File: src/hw/emcs_pkg.sv
// constants and state types for the external memory port clock and strobe block
// assumes one 100 MHz system clock; everything else is derived from enables
package emcs_pkg;
	localparam int CLK_PERIOD_NS = 10;
	// clock source codes caught from the straps at reset release
	localparam logic [1:0] SRC_EXT = 2'h0;
	localparam logic [1:0] SRC_DIV4 = 2'h1;
	localparam logic [1:0] SRC_DIV6 = 2'h2;
	// half periods of the internally divided sources, in system cycles
	localparam logic [2:0] DIV4_HALF = 3'h2;
	localparam logic [2:0] DIV6_HALF = 3'h3;
	// divide factor codes for the divided output clock
	localparam logic [1:0] DIVF_1 = 2'h0;
	localparam logic [1:0] DIVF_2 = 2'h1;
	localparam logic [1:0] DIVF_4 = 2'h2;
	localparam logic [1:0] MASK_1 = 2'h0;
	localparam logic [1:0] MASK_2 = 2'h1;
	localparam logic [1:0] MASK_4 = 2'h3;
	localparam logic [1:0] DIV4_HIGH_RISES = 2'h2;
	// chip enable decode on the word address
	localparam int CE_MSB = 31;
	localparam int CE_LSB = 28;
	localparam int NUM_SPACES = 4;
	localparam logic [3:0] CE_BASE = 4'h8;
	localparam logic [1:0] FIFO_SPACE = 2'h3;
	localparam logic [1:0] SYNC_RD_LAST = 2'h1;
	localparam logic [3:0] CE_NONE_N = 4'hF;
	localparam logic [3:0] CE_ONE = 4'h1;

	typedef enum logic [1:0] {MT_ASYNC, MT_SDRAM, MT_SYNC, MT_RSVD} emcs_mtype_t;
	typedef enum logic [2:0] {ST_IDLE, ST_SETUP, ST_ROW, ST_STROBE, ST_HOLD} emcs_state_t;

	typedef struct packed {
		logic strap_taken;
		logic [1:0] src;
		logic ext_prev;
		logic [2:0] cnt;
		logic full;
		logic [1:0] rcnt;
		logic [1:0] divf;
		logic divided;
		logic tick;
	} emcs_clk_state_t;

	typedef struct packed {
		emcs_state_t st;
		logic [1:0] space;
		emcs_mtype_t mtype;
		logic wr;
		logic rss;
		logic [1:0] cnt;
		logic [3:0] ce_n;
		logic rd_n;
		logic oe_n;
		logic we_n;
		logic fifo_n;
		logic cke;
		logic done;
		logic err;
	} emcs_seq_state_t;

	localparam emcs_clk_state_t CLK_RESET = '{src: SRC_EXT, divf: DIVF_1, default: '0};
	localparam emcs_seq_state_t SEQ_RESET = '{st: ST_IDLE, space: 2'h0, mtype: MT_ASYNC,
		ce_n: CE_NONE_N, rd_n: 1'b1, oe_n: 1'b1, we_n: 1'b1, fifo_n: 1'b1, default: '0};
endpackage

File: src/hw/emcs_clk_if.sv
// port clock signals passed from the clock generator to the strobe sequencer
// assumes both ends run on the same system clock
`timescale 1ns/1ns
interface emcs_clk_if;
	logic tick;
	logic full;
	logic divided;
	logic [1:0] src;
	modport gen (output tick, output full, output divided, output src);
	modport use_side (input tick, input full, input divided, input src);
endinterface

File: src/hw/emcs_top.sv
// strobe sequencing and pin sharing for the external memory port
// assumes requests arrive synchronous to CLK and the straps are stable at reset
`timescale 1ns/1ns

// What this block does
// - port input clock picked at reset from pin, clock/4 or clock/6 by straps
// - with no other strap choice the external input clock pin is used
// - strap code 00 pin, 01 divide by four, 10 divide by six
// - divided output clock is input clock over one, two or four
// - full rate output clock runs at the selected input clock rate
// - shared read pin is async read, SDRAM column or sync strobe
// - sync space: select 0 gives address strobe, 1 gives read enable
// - shared output pin is async output enable, SDRAM row or sync enable
// - shared write pin is async, SDRAM or sync write strobe by type
// - SDRAM clock enable drives self refresh, else acts as general output
// - separate sync output enable only for the fourth space, for FIFOs
// - external async memory signals readiness on a dedicated ready input
// - exactly one chip enable per access, decoded from address bits 31:28
module emcs_top (
	input wire logic CLK,
	input wire logic RST,
	input wire logic PORT_EXT_INPUT_CLOCK,
	input wire logic [1:0] CLOCK_SELECT_STRAPS,
	input wire logic [1:0] DIVIDE_SELECT,
	output logic FULL_RATE_OUT_CLOCK,
	output logic DIVIDED_OUT_CLOCK,
	input wire logic ACC_REQ,
	input wire logic ACC_WRITE,
	input wire logic [31:0] ACC_WORD_ADDR,
	output logic ACC_READY,
	output logic ACC_DONE,
	output logic ACC_ERROR,
	input wire logic [3:0][1:0] SPACE_TYPE,
	input wire logic [3:0] READ_STROBE_SELECT,
	input wire logic ASYNC_READY_IN,
	output logic [3:0] CHIP_ENABLE_N,
	output logic SHARED_READ_STROBE_N,
	output logic SHARED_OUTPUT_STROBE_N,
	output logic SHARED_WRITE_STROBE_N,
	output logic FIFO_SPACE_OUTPUT_STROBE_N,
	input wire logic SDRAM_FITTED,
	input wire logic SELF_REFRESH_REQ,
	input wire logic GENERAL_OUT_VALUE,
	output logic SDRAM_CLK_ENABLE_OUT
);
	emcs_pkg::emcs_seq_state_t q, d;
	emcs_clk_if ck ();
	logic [3:0] hit_vec;
	logic [3:0] nib;
	logic [1:0] idx;
	logic in_strobe;
	logic is_rd;

	emcs_clkgen u_clkgen (
		.clk(CLK),
		.rst(RST),
		.ext_clk(PORT_EXT_INPUT_CLOCK),
		.straps(CLOCK_SELECT_STRAPS),
		.div_sel(DIVIDE_SELECT),
		.ck(ck)
	);

	// space decode from the top nibble of the word address
	assign nib = ACC_WORD_ADDR[emcs_pkg::CE_MSB:emcs_pkg::CE_LSB];
	assign idx = 2'(nib - emcs_pkg::CE_BASE);
	genvar gi;
	generate
		for (gi = 0; gi < emcs_pkg::NUM_SPACES; gi++) begin : g_hit
			assign hit_vec[gi] = (nib == emcs_pkg::CE_BASE + 4'(gi));
		end
	endgenerate

	// access sequencer; phases advance on port clock ticks
	always_comb begin
		d = q;
		d.done = 1'b0;
		d.err = 1'b0;
		unique case (q.st)
			emcs_pkg::ST_IDLE: begin
				if (ACC_REQ) begin
					if (|hit_vec) begin
						d.st = emcs_pkg::ST_SETUP;
						d.space = idx;
						d.mtype = emcs_pkg::emcs_mtype_t'(SPACE_TYPE[idx]);
						d.wr = ACC_WRITE;
						d.rss = READ_STROBE_SELECT[idx];
					end else begin
						d.err = 1'b1;
					end
				end
			end
			emcs_pkg::ST_SETUP: begin
				if (ck.tick) begin
					d.st = (q.mtype == emcs_pkg::MT_SDRAM) ? emcs_pkg::ST_ROW : emcs_pkg::ST_STROBE;
					d.cnt = 2'h0;
				end
			end
			emcs_pkg::ST_ROW: begin
				if (ck.tick) begin
					d.st = emcs_pkg::ST_STROBE;
				end
			end
			emcs_pkg::ST_STROBE: begin
				if (ck.tick) begin
					if (q.mtype == emcs_pkg::MT_ASYNC) begin
						if (ASYNC_READY_IN) begin
							d.st = emcs_pkg::ST_HOLD;
						end
					end else if (q.mtype == emcs_pkg::MT_SYNC && !q.wr &&
						q.cnt != emcs_pkg::SYNC_RD_LAST) begin
						d.cnt = q.cnt + 2'h1;
					end else begin
						d.st = emcs_pkg::ST_HOLD;
					end
				end
			end
			emcs_pkg::ST_HOLD: begin
				if (ck.tick) begin
					d.st = emcs_pkg::ST_IDLE;
					d.done = 1'b1;
				end
			end
		endcase
		// pin functions follow the next phase and the space's memory type
		in_strobe = (d.st == emcs_pkg::ST_STROBE);
		is_rd = !d.wr;
		d.rd_n = ~(in_strobe && ((d.mtype == emcs_pkg::MT_ASYNC && is_rd) ||
			d.mtype == emcs_pkg::MT_SDRAM ||
			(d.mtype == emcs_pkg::MT_SYNC && is_rd && (d.rss || d.cnt == 2'h0))));
		d.oe_n = ~((in_strobe && is_rd && d.mtype != emcs_pkg::MT_SDRAM) ||
			d.st == emcs_pkg::ST_ROW);
		d.we_n = ~(in_strobe && d.wr);
		d.fifo_n = ~(in_strobe && is_rd && d.mtype == emcs_pkg::MT_SYNC &&
			d.space == emcs_pkg::FIFO_SPACE);
		d.ce_n = (d.st == emcs_pkg::ST_IDLE) ? emcs_pkg::CE_NONE_N :
			~(emcs_pkg::CE_ONE << d.space);
		// clock enable: self refresh control, or a plain output with no SDRAM
		if (!SDRAM_FITTED) begin
			d.cke = GENERAL_OUT_VALUE;
		end else if (q.st == emcs_pkg::ST_IDLE) begin
			d.cke = ~SELF_REFRESH_REQ;
		end
	end

	// single state register
	always_ff @(posedge CLK or posedge RST) begin
		if (RST) begin
			q <= emcs_pkg::SEQ_RESET;
		end else begin
			q <= d;
		end
	end

	assign ACC_READY = (q.st == emcs_pkg::ST_IDLE);
	assign ACC_DONE = q.done;
	assign ACC_ERROR = q.err;
	assign CHIP_ENABLE_N = q.ce_n;
	assign SHARED_READ_STROBE_N = q.rd_n;
	assign SHARED_OUTPUT_STROBE_N = q.oe_n;
	assign SHARED_WRITE_STROBE_N = q.we_n;
	assign FIFO_SPACE_OUTPUT_STROBE_N = q.fifo_n;
	assign SDRAM_CLK_ENABLE_OUT = q.cke;
	assign FULL_RATE_OUT_CLOCK = ck.full;
	assign DIVIDED_OUT_CLOCK = ck.divided;

	// checks on the sequencer and pins
	ce_onehot_a: assert property (@(posedge CLK) disable iff (RST)
		$onehot0(~CHIP_ENABLE_N))
		else $error("more than one chip enable low");
	ce_decode_a: assert property (@(posedge CLK) disable iff (RST)
		ACC_REQ && ACC_READY && |hit_vec |=> ~CHIP_ENABLE_N == $past(hit_vec))
		else $error("chip enable does not match address");
	async_wait_a: assert property (@(posedge CLK) disable iff (RST)
		q.st == emcs_pkg::ST_STROBE && q.mtype == emcs_pkg::MT_ASYNC && ck.tick &&
		!ASYNC_READY_IN |=> q.st == emcs_pkg::ST_STROBE && !CHIP_ENABLE_N[q.space])
		else $error("async strobe ended while not ready");
	ready_end_a: assert property (@(posedge CLK) disable iff (RST)
		q.st == emcs_pkg::ST_STROBE && q.mtype == emcs_pkg::MT_ASYNC && ck.tick &&
		ASYNC_READY_IN |=> q.st == emcs_pkg::ST_HOLD && SHARED_READ_STROBE_N &&
		SHARED_WRITE_STROBE_N)
		else $error("async strobe not ended on ready");
	ads_once_a: assert property (@(posedge CLK) disable iff (RST)
		q.st == emcs_pkg::ST_STROBE && q.mtype == emcs_pkg::MT_SYNC && !q.wr &&
		!q.rss && q.cnt == emcs_pkg::SYNC_RD_LAST |-> SHARED_READ_STROBE_N)
		else $error("address strobe held past first tick");
	re_held_a: assert property (@(posedge CLK) disable iff (RST)
		q.st == emcs_pkg::ST_STROBE && q.mtype == emcs_pkg::MT_SYNC && !q.wr &&
		q.rss |-> !SHARED_READ_STROBE_N && !SHARED_OUTPUT_STROBE_N)
		else $error("read enable not held through strobe");
	fifo_space_a: assert property (@(posedge CLK) disable iff (RST)
		!FIFO_SPACE_OUTPUT_STROBE_N |-> !CHIP_ENABLE_N[emcs_pkg::FIFO_SPACE])
		else $error("fifo output enable outside its space");
	row_strobe_a: assert property (@(posedge CLK) disable iff (RST)
		q.st == emcs_pkg::ST_ROW |-> !SHARED_OUTPUT_STROBE_N && SHARED_READ_STROBE_N)
		else $error("row strobe missing in row phase");
	write_pin_a: assert property (@(posedge CLK) disable iff (RST)
		q.st == emcs_pkg::ST_STROBE && q.wr |-> !SHARED_WRITE_STROBE_N)
		else $error("write strobe missing");
	cke_gpo_a: assert property (@(posedge CLK) disable iff (RST)
		!SDRAM_FITTED |=> SDRAM_CLK_ENABLE_OUT == $past(GENERAL_OUT_VALUE))
		else $error("clock enable not following general output");
	err_no_ce_a: assert property (@(posedge CLK) disable iff (RST)
		ACC_ERROR |-> CHIP_ENABLE_N == emcs_pkg::CE_NONE_N)
		else $error("chip enable driven on an unmapped request");
	sdram_col_a: assert property (@(posedge CLK) disable iff (RST)
		q.st == emcs_pkg::ST_STROBE && q.mtype == emcs_pkg::MT_SDRAM |->
		!SHARED_READ_STROBE_N && SHARED_OUTPUT_STROBE_N)
		else $error("column strobe missing in SDRAM strobe phase");
	refresh_idle_a: assert property (@(posedge CLK) disable iff (RST)
		SDRAM_FITTED && ACC_READY && !$past(RST) |=>
		SDRAM_CLK_ENABLE_OUT == ~$past(SELF_REFRESH_REQ))
		else $error("clock enable not following self refresh request");

	async_wait_cov: cover property (@(posedge CLK) disable iff (RST)
		q.st == emcs_pkg::ST_STROBE && q.mtype == emcs_pkg::MT_ASYNC && ck.tick &&
		!ASYNC_READY_IN);
	sdram_cov: cover property (@(posedge CLK) disable iff (RST)
		q.st == emcs_pkg::ST_ROW ##[1:40] ACC_DONE);
	fifo_cov: cover property (@(posedge CLK) disable iff (RST)
		!FIFO_SPACE_OUTPUT_STROBE_N);
	err_cov: cover property (@(posedge CLK) disable iff (RST)
		ACC_ERROR);
endmodule

File: src/hw/emcs_clkgen.sv
// port input clock selection and the two output clocks
// assumes the external clock pin is sampled as a synchronous level
`timescale 1ns/1ns
module emcs_clkgen (
	input wire logic clk,
	input wire logic rst,
	input wire logic ext_clk,
	input wire logic [1:0] straps,
	input wire logic [1:0] div_sel,
	emcs_clk_if.gen ck
);
	emcs_pkg::emcs_clk_state_t q, d;
	logic [2:0] half;
	logic [1:0] mask;
	logic [1:0] rnext;

	// source, output clock and divider next state
	always_comb begin
		d = q;
		half = (q.src == emcs_pkg::SRC_DIV4) ? emcs_pkg::DIV4_HALF : emcs_pkg::DIV6_HALF;
		mask = (q.divf == emcs_pkg::DIVF_4) ? emcs_pkg::MASK_4 :
			(q.divf == emcs_pkg::DIVF_2) ? emcs_pkg::MASK_2 : emcs_pkg::MASK_1;
		rnext = (q.rcnt + 2'h1) & mask;
		d.ext_prev = ext_clk;
		// straps caught once, just after reset release; 11 falls back to the pin
		if (!q.strap_taken) begin
			d.strap_taken = 1'b1;
			unique case (straps)
				emcs_pkg::SRC_DIV4: d.src = emcs_pkg::SRC_DIV4;
				emcs_pkg::SRC_DIV6: d.src = emcs_pkg::SRC_DIV6;
				default: d.src = emcs_pkg::SRC_EXT;
			endcase
		end
		// full rate clock: the pin itself or a square wave from the counter
		if (q.src == emcs_pkg::SRC_EXT) begin
			d.full = ext_clk;
			d.cnt = 3'h0;
		end else if (q.cnt + 3'h1 >= half) begin
			d.full = ~q.full;
			d.cnt = 3'h0;
		end else begin
			d.cnt = q.cnt + 3'h1;
		end
		d.tick = d.full & ~q.full;
		// divided clock by two or four moves only on a full rate rise; by one it follows the full rate clock; factor taken at period start
		if (d.tick) begin
			d.rcnt = rnext;
			if (rnext == 2'h0) begin
				d.divf = div_sel;
				d.rcnt = 2'h0;
			end
			if (d.divf == emcs_pkg::DIVF_4) begin
				d.divided = (d.rcnt < emcs_pkg::DIV4_HIGH_RISES);
			end else if (d.divf == emcs_pkg::DIVF_2) begin
				d.divided = (d.rcnt == 2'h0);
			end
		end
		if (d.divf == emcs_pkg::DIVF_1) begin
			d.divided = d.full;
		end
	end

	// single state register
	always_ff @(posedge clk or posedge rst) begin
		if (rst) begin
			q <= emcs_pkg::CLK_RESET;
		end else begin
			q <= d;
		end
	end

	assign ck.tick = q.tick;
	assign ck.full = q.full;
	assign ck.divided = q.divided;
	assign ck.src = q.src;

	strap_hold_a: assert property (@(posedge clk) disable iff (rst)
		q.strap_taken && $past(q.strap_taken) |-> $stable(q.src))
		else $error("clock source changed after reset");
	ext_follow_a: assert property (@(posedge clk) disable iff (rst)
		q.strap_taken && q.src == emcs_pkg::SRC_EXT |=> q.full == $past(ext_clk))
		else $error("full rate clock does not follow the pin");
	div_clean_a: assert property (@(posedge clk) disable iff (rst)
		$changed(q.divided) && q.divf != emcs_pkg::DIVF_1 |-> $rose(q.full))
		else $error("divided clock moved off a full rate rise");
	div4_cov: cover property (@(posedge clk) disable iff (rst)
		q.divf == emcs_pkg::DIVF_4 && $rose(q.divided));
endmodule

File: config.mk
export PLATFORM = sky130hd
export DESIGN_NAME = emcs_top
export DESIGN_NICKNAME = d
export VERILOG_FILES = /design/src/hw/emcs_pkg.sv /design/src/hw/emcs_clk_if.sv /design/src/hw/emcs_top.sv /design/src/hw/emcs_clkgen.sv
export SDC_FILE = /design/constraint.sdc
export NUM_CORES = 1
export LEC_CHECK = 0
export BUFFER_PORTS_ARGS = -buffer_cell sky130_fd_sc_hd__buf_2
export CORE_MARGIN = 2
export CORE_UTILIZATION = 45
export CTS_CLUSTER_DIAMETER = 120
export DETAILED_ROUTE_END_ITERATION = 6
export GPL_TIMING_DRIVEN = 0
export PLACE_DENSITY = 0.71
export SETUP_SLACK_MARGIN = 0.05
export SYNTH_ARGS = -nofsm -noshare
export SYNTH_HDL_FRONTEND = slang
export SYNTH_SLANG_ARGS = --single-unit
File: constraint.sdc
create_clock -name CLK -period 5.5 [get_ports CLK]
set_input_delay 0.55 -clock CLK [delete_from_list [all_inputs] [get_ports CLK]]
set_output_delay 0.55 -clock CLK [all_outputs]
set_load 0.05 [all_outputs]
==> out/qor_table.md <==
| Metric | Reported | Unit |
|:---|:---|:---|
| Total track usage | 17.3 | % |
| Hold Vio Cnt, Final | 0 | - |
| Internal portion of total power | 0.636 | mW |
| Transition time at the pin with the least slew margin | 722 | ps |
| HPWL after detailed placement | 2.68 | mm |
| Part of the total power dissipated in sequential elements | 37.2 | % |
| Most frequent cell on the critical path | sky130_fd_sc_hd__nand2b_1 | - |
| Post-synth net total | 240 | - |
| Pleak | 1.09 | nW |
| Horizontal die dimension | 68.1 | um |
| Yosys warning total | 0 | - |
| Post-synthesis cell count | 179 | - |
| Count of final max-slew check failures | 0 | - |
| Flip-flop cell with the highest count after synthesis | sky130_fd_sc_hd__dfrtp_1 | - |
| Largest buffer count on any clock path | 2 | - |
| 1st-iter DRT viols | 85 | - |
| Number of I/O pins | 71 | - |
| Number of search-and-repair iterations in the first detailed-routing pass | 4 | - |
| Logic gate share of total power | 44.1 | % |
| Initial core utilization | 46.5 | % |
| Pin count of the biggest net entering global routing | 36 | - |
| Post-Route Skew | 4.21 | ps |
| Vias after detailed routing | 1467 | - |
| FFs w/ async S/R, synth | 100 | % |
| Clock-pin slew on the worst setup and hold paths | 60 | ps |
| Net switching power | 0.444 | mW |
| Top cells by area, synth | sky130_fd_sc_hd__dfrtp_1 (37%), sky130_fd_sc_hd__dfstp_2 (11%), sky130_fd_sc_hd__mux4_2 (3.7%) | - |
| Max incr delay on CP | 400 | ps |
| Area growth from synthesis to final layout | 20.2 | % |
| Average wire length per cell after detail routing | 12.8 | um |
| Number of cell rows | 23 | - |
| Top fanout value on the critical path | 6 | - |
| Routed wire length | 3.58 | mm |
| Post-synthesis instance area | 1850 | um2 |
| Clock Power Share | 18.7 | % |
| Critical Path, Cell by Cell | nand2b_1 > ha_1 > nand2b_1 > a211o_1 > and3_1 > a222oi_1 > o211ai_1 | - |
| Cell area after layout | 2220 | um2 |
| Required arrival time at the worst endpoint | 5660 | ps |
| Achievable frequency | 465 | MHz |
| Ratio of routed vias to standard cells | 5.26 | - |
| Buffer cell driving the clock tree root | sky130_fd_sc_hd__clkbuf_8 | - |
| Dominant cell type by area after synthesis | sky130_fd_sc_hd__dfrtp_1 | - |
| Kind of start point of the critical path | flip-flop | - |
| Total setup buffers inserted after CTS | 0 | - |
| Count of max-cap constraint violations | 0 | - |
| Sw Share | 41.1 | % |
| Leftover overflow at the end of global routing | 0 | - |
| Sequential element share of the synthesized area | 48.0 | % |
| Most frequent cells in the layout | sky130_fd_sc_hd__buf_2 (42), sky130_fd_sc_hd__dfrtp_1 (27), sky130_fd_sc_hd__inv_1 (15), sky130_fd_sc_hd__nor2_1 (12), sky130_fd_sc_hd__o21ai_0 (12) | - |
| Synthesis-stage register bit count | 35 | - |
| Critical path start-end classification | flip-flop to flip-flop | - |
| Number of antenna repair diodes | 0 | - |
| Post-detailed-route count of antenna-violating nets | 0 | - |
| Initial antenna violation count | 0 | - |
| Number of remaining DRC errors | 0 | - |
| Area after detailed placement | 2120 | um2 |
| Num CTS Buffers | 5 | - |
| Synth unique cells | 49 | - |
| Core Area | 3970 | um2 |
| Number of synthesized flops with an enable pin | 0 | - |
| Final clock period utilization by the worst path | 39.1 | % |
| H-tree level count | 2 | - |
| Status | finished clean | - |
| Hold-fix buffers, CTS | 0 | - |
| Normalized max-slew margin | 51.8 | % |
| Most common library cell in the layout ignoring fill and taps | sky130_fd_sc_hd__buf_2 | - |
| Nature of the critical path endpoint | flip-flop | - |
| Area enclosed by the die boundary | 4630 | um2 |
| Number of setup violations in the final report | 0 | - |
| Final total negative setup slack | 0 | ps |
| IO buf count | 42 | - |
| Ratio of cells with drive above 1 in the final layout | 32.3 | % |
| Vert. Die Dim | 68.1 | um |
| Count of cells resized by post-cts repair | 0 | - |
| Final critical delay including setup and external delays | 2150 | ps |
| Power density cells | 487 | nW/um2 |
| Critical Path AT | 2310 | ps |
| Layout net count | 289 | - |
| Clock latency of the later-clocked register in the worst-skew pair | 290 | ps |
| Area share of the largest cell type after synthesis | 36.6 | % |
| Unrepaired setup endpoints after global routing | no | - |
| Mean cell area of the mapped netlist | 10.3 | um2 |
| Global-route wire length before repair | 5.91 | mm |
| TritonCTS sink count | 35 | - |
| Via count of the first global-routing pass | 1404 | - |
| Master of the slowest instance on the critical path | sky130_fd_sc_hd__dfrtp_1 | - |
| CTS tree | done | - |
| Min-delay worst type | primary input to asynchronous set/reset pin | - |
| Max IR drop VDD | 0.000280 | V |
| Routability Congestion | 0.825 | - |
[final timing paths]
kind / start / to / slack, ps / cells past startpoint
max: u_clkgen.ck.src[1]$_DFFE_PP0N_ / u_clkgen.ck.divided$_DFFE_PP0P_ / 3350 / 7
min: RST / u_clkgen.ck.divided$_DFFE_PP0P_ / 380 / 2
max reg2reg: u_clkgen.ck.src[1]$_DFFE_PP0N_ / u_clkgen.ck.divided$_DFFE_PP0P_ / 3350 / 7
min reg2reg: u_clkgen.q[7]$_DFF_PP0_ / u_clkgen.q[7]$_DFF_PP0_ / 500 / 1
max in group asynchronous: RST / SDRAM_CLK_ENABLE_OUT$_DFFE_PP0P_ / 4660 / 2
min in group CLK: SDRAM_FITTED / SDRAM_CLK_ENABLE_OUT$_DFFE_PP0P_ / 440 / 2
[state kept, by name, summed over array words and instances (netlist names)]
register and flops:
q 11, u_clkgen.q 8, CHIP_ENABLE_N 4, u_clkgen.ck.src 2
ACC_DONE 1, ACC_ERROR 1, FIFO_SPACE_OUTPUT_STROBE_N 1, SDRAM_CLK_ENABLE_OUT 1
SHARED_OUTPUT_STROBE_N 1, SHARED_READ_STROBE_N 1, SHARED_WRITE_STROBE_N 1, u_clkgen.ck.divided 1
u_clkgen.ck.full 1, u_clkgen.ck.tick 1
[cell families (layout without fill, tap and decap cells)]
family,after synthesis,count (layout),synth area share (%)
adders and majority gates,4,4,2.71
buffers and inverters,23,73,5.49
other,2,2,0.407
muxes,11,11,8.40
xor gates and xnor gates,3,3,1.42
AOI/OAI and AO/OA,46,46,16.9
and+or+nand+nor,55,55,16.7
DFF,35,35,48.0
[metrics by stage]
stage	hold WS (ps)	utilization (%)	power, mW	setup WS [ps]	instances
after floorplan	439	-	0.776	3460	179
after global placement	479	53.4	0.874	3390	271
after detailed placement	484	53.4	0.881	3370	271
after CTS	432	55.9	1.09	3330	279
after global routing	442	55.9	1.17	3210	279
final	380	55.9	1.08	3350	279
[power by group through the flow]
stage | logic, mW | registers (mW) | clock network (mW)
after floorplan | 0.323 | 0.453 | 0
after global placement | 0.469 | 0.405 | 0
after detailed placement | 0.475 | 0.406 | 0
after CTS | 0.479 | 0.402 | 0.208
after global routing | 0.532 | 0.416 | 0.219
final | 0.476 | 0.402 | 0.202
[worst max-delay path: cells and delay by family (launching register included)]
family,cells,cell delay (ps)
AO/OA/AOI/OAI,3,800
AND/OR/NAND/NOR,3,550
adder cells (fa/ha/maj),1,280
flip-flops,1,400
[routing by layer]
layer / wire, um / global-route usage (%) / part of all wire (%) / vias to the layer above
li1: - / - / - / 735
met5: 0 / 0 / 0 / -
met2: 1780 / 29.4 / 50 / 34
met1: 1560 / 20.6 / 43 / 693
met3: 184 / 5.10 / 5.1 / 5
met4: 59 / 6.75 / 1.6 / 0
[synth_stat cells, types with 3 or more instances]
cell	n
sky130_fd_sc_hd__dfrtp_1	27
sky130_fd_sc_hd__inv_1	16
sky130_fd_sc_hd__nor2_1	12
sky130_fd_sc_hd__o21ai_0	12
sky130_fd_sc_hd__nand2_1	10
sky130_fd_sc_hd__dfstp_2	8
sky130_fd_sc_hd__a21oi_1	7
sky130_fd_sc_hd__nand3_1	7
sky130_fd_sc_hd__nand2b_1	6
sky130_fd_sc_hd__mux2i_1	5
sky130_fd_sc_hd__buf_4	4
sky130_fd_sc_hd__ha_1	4
sky130_fd_sc_hd__o211ai_1	4
sky130_fd_sc_hd__a31oi_1	3
sky130_fd_sc_hd__and2_1	3
sky130_fd_sc_hd__and3_1	3
sky130_fd_sc_hd__and3b_1	3
sky130_fd_sc_hd__mux4_2	3
[area by class of cell]
type,count,area (um2)
Buffer,6,37.5
Clock buffer,8,100
Fill cell,374,1750
Inverter,17,63.8
Multi-Input combinational cell,121,860
Sequential cell,35,886
Tap cell,50,62.6
Timing Repair Buffer,42,210
No activity file was read; power rests on OpenSTA's default activity.
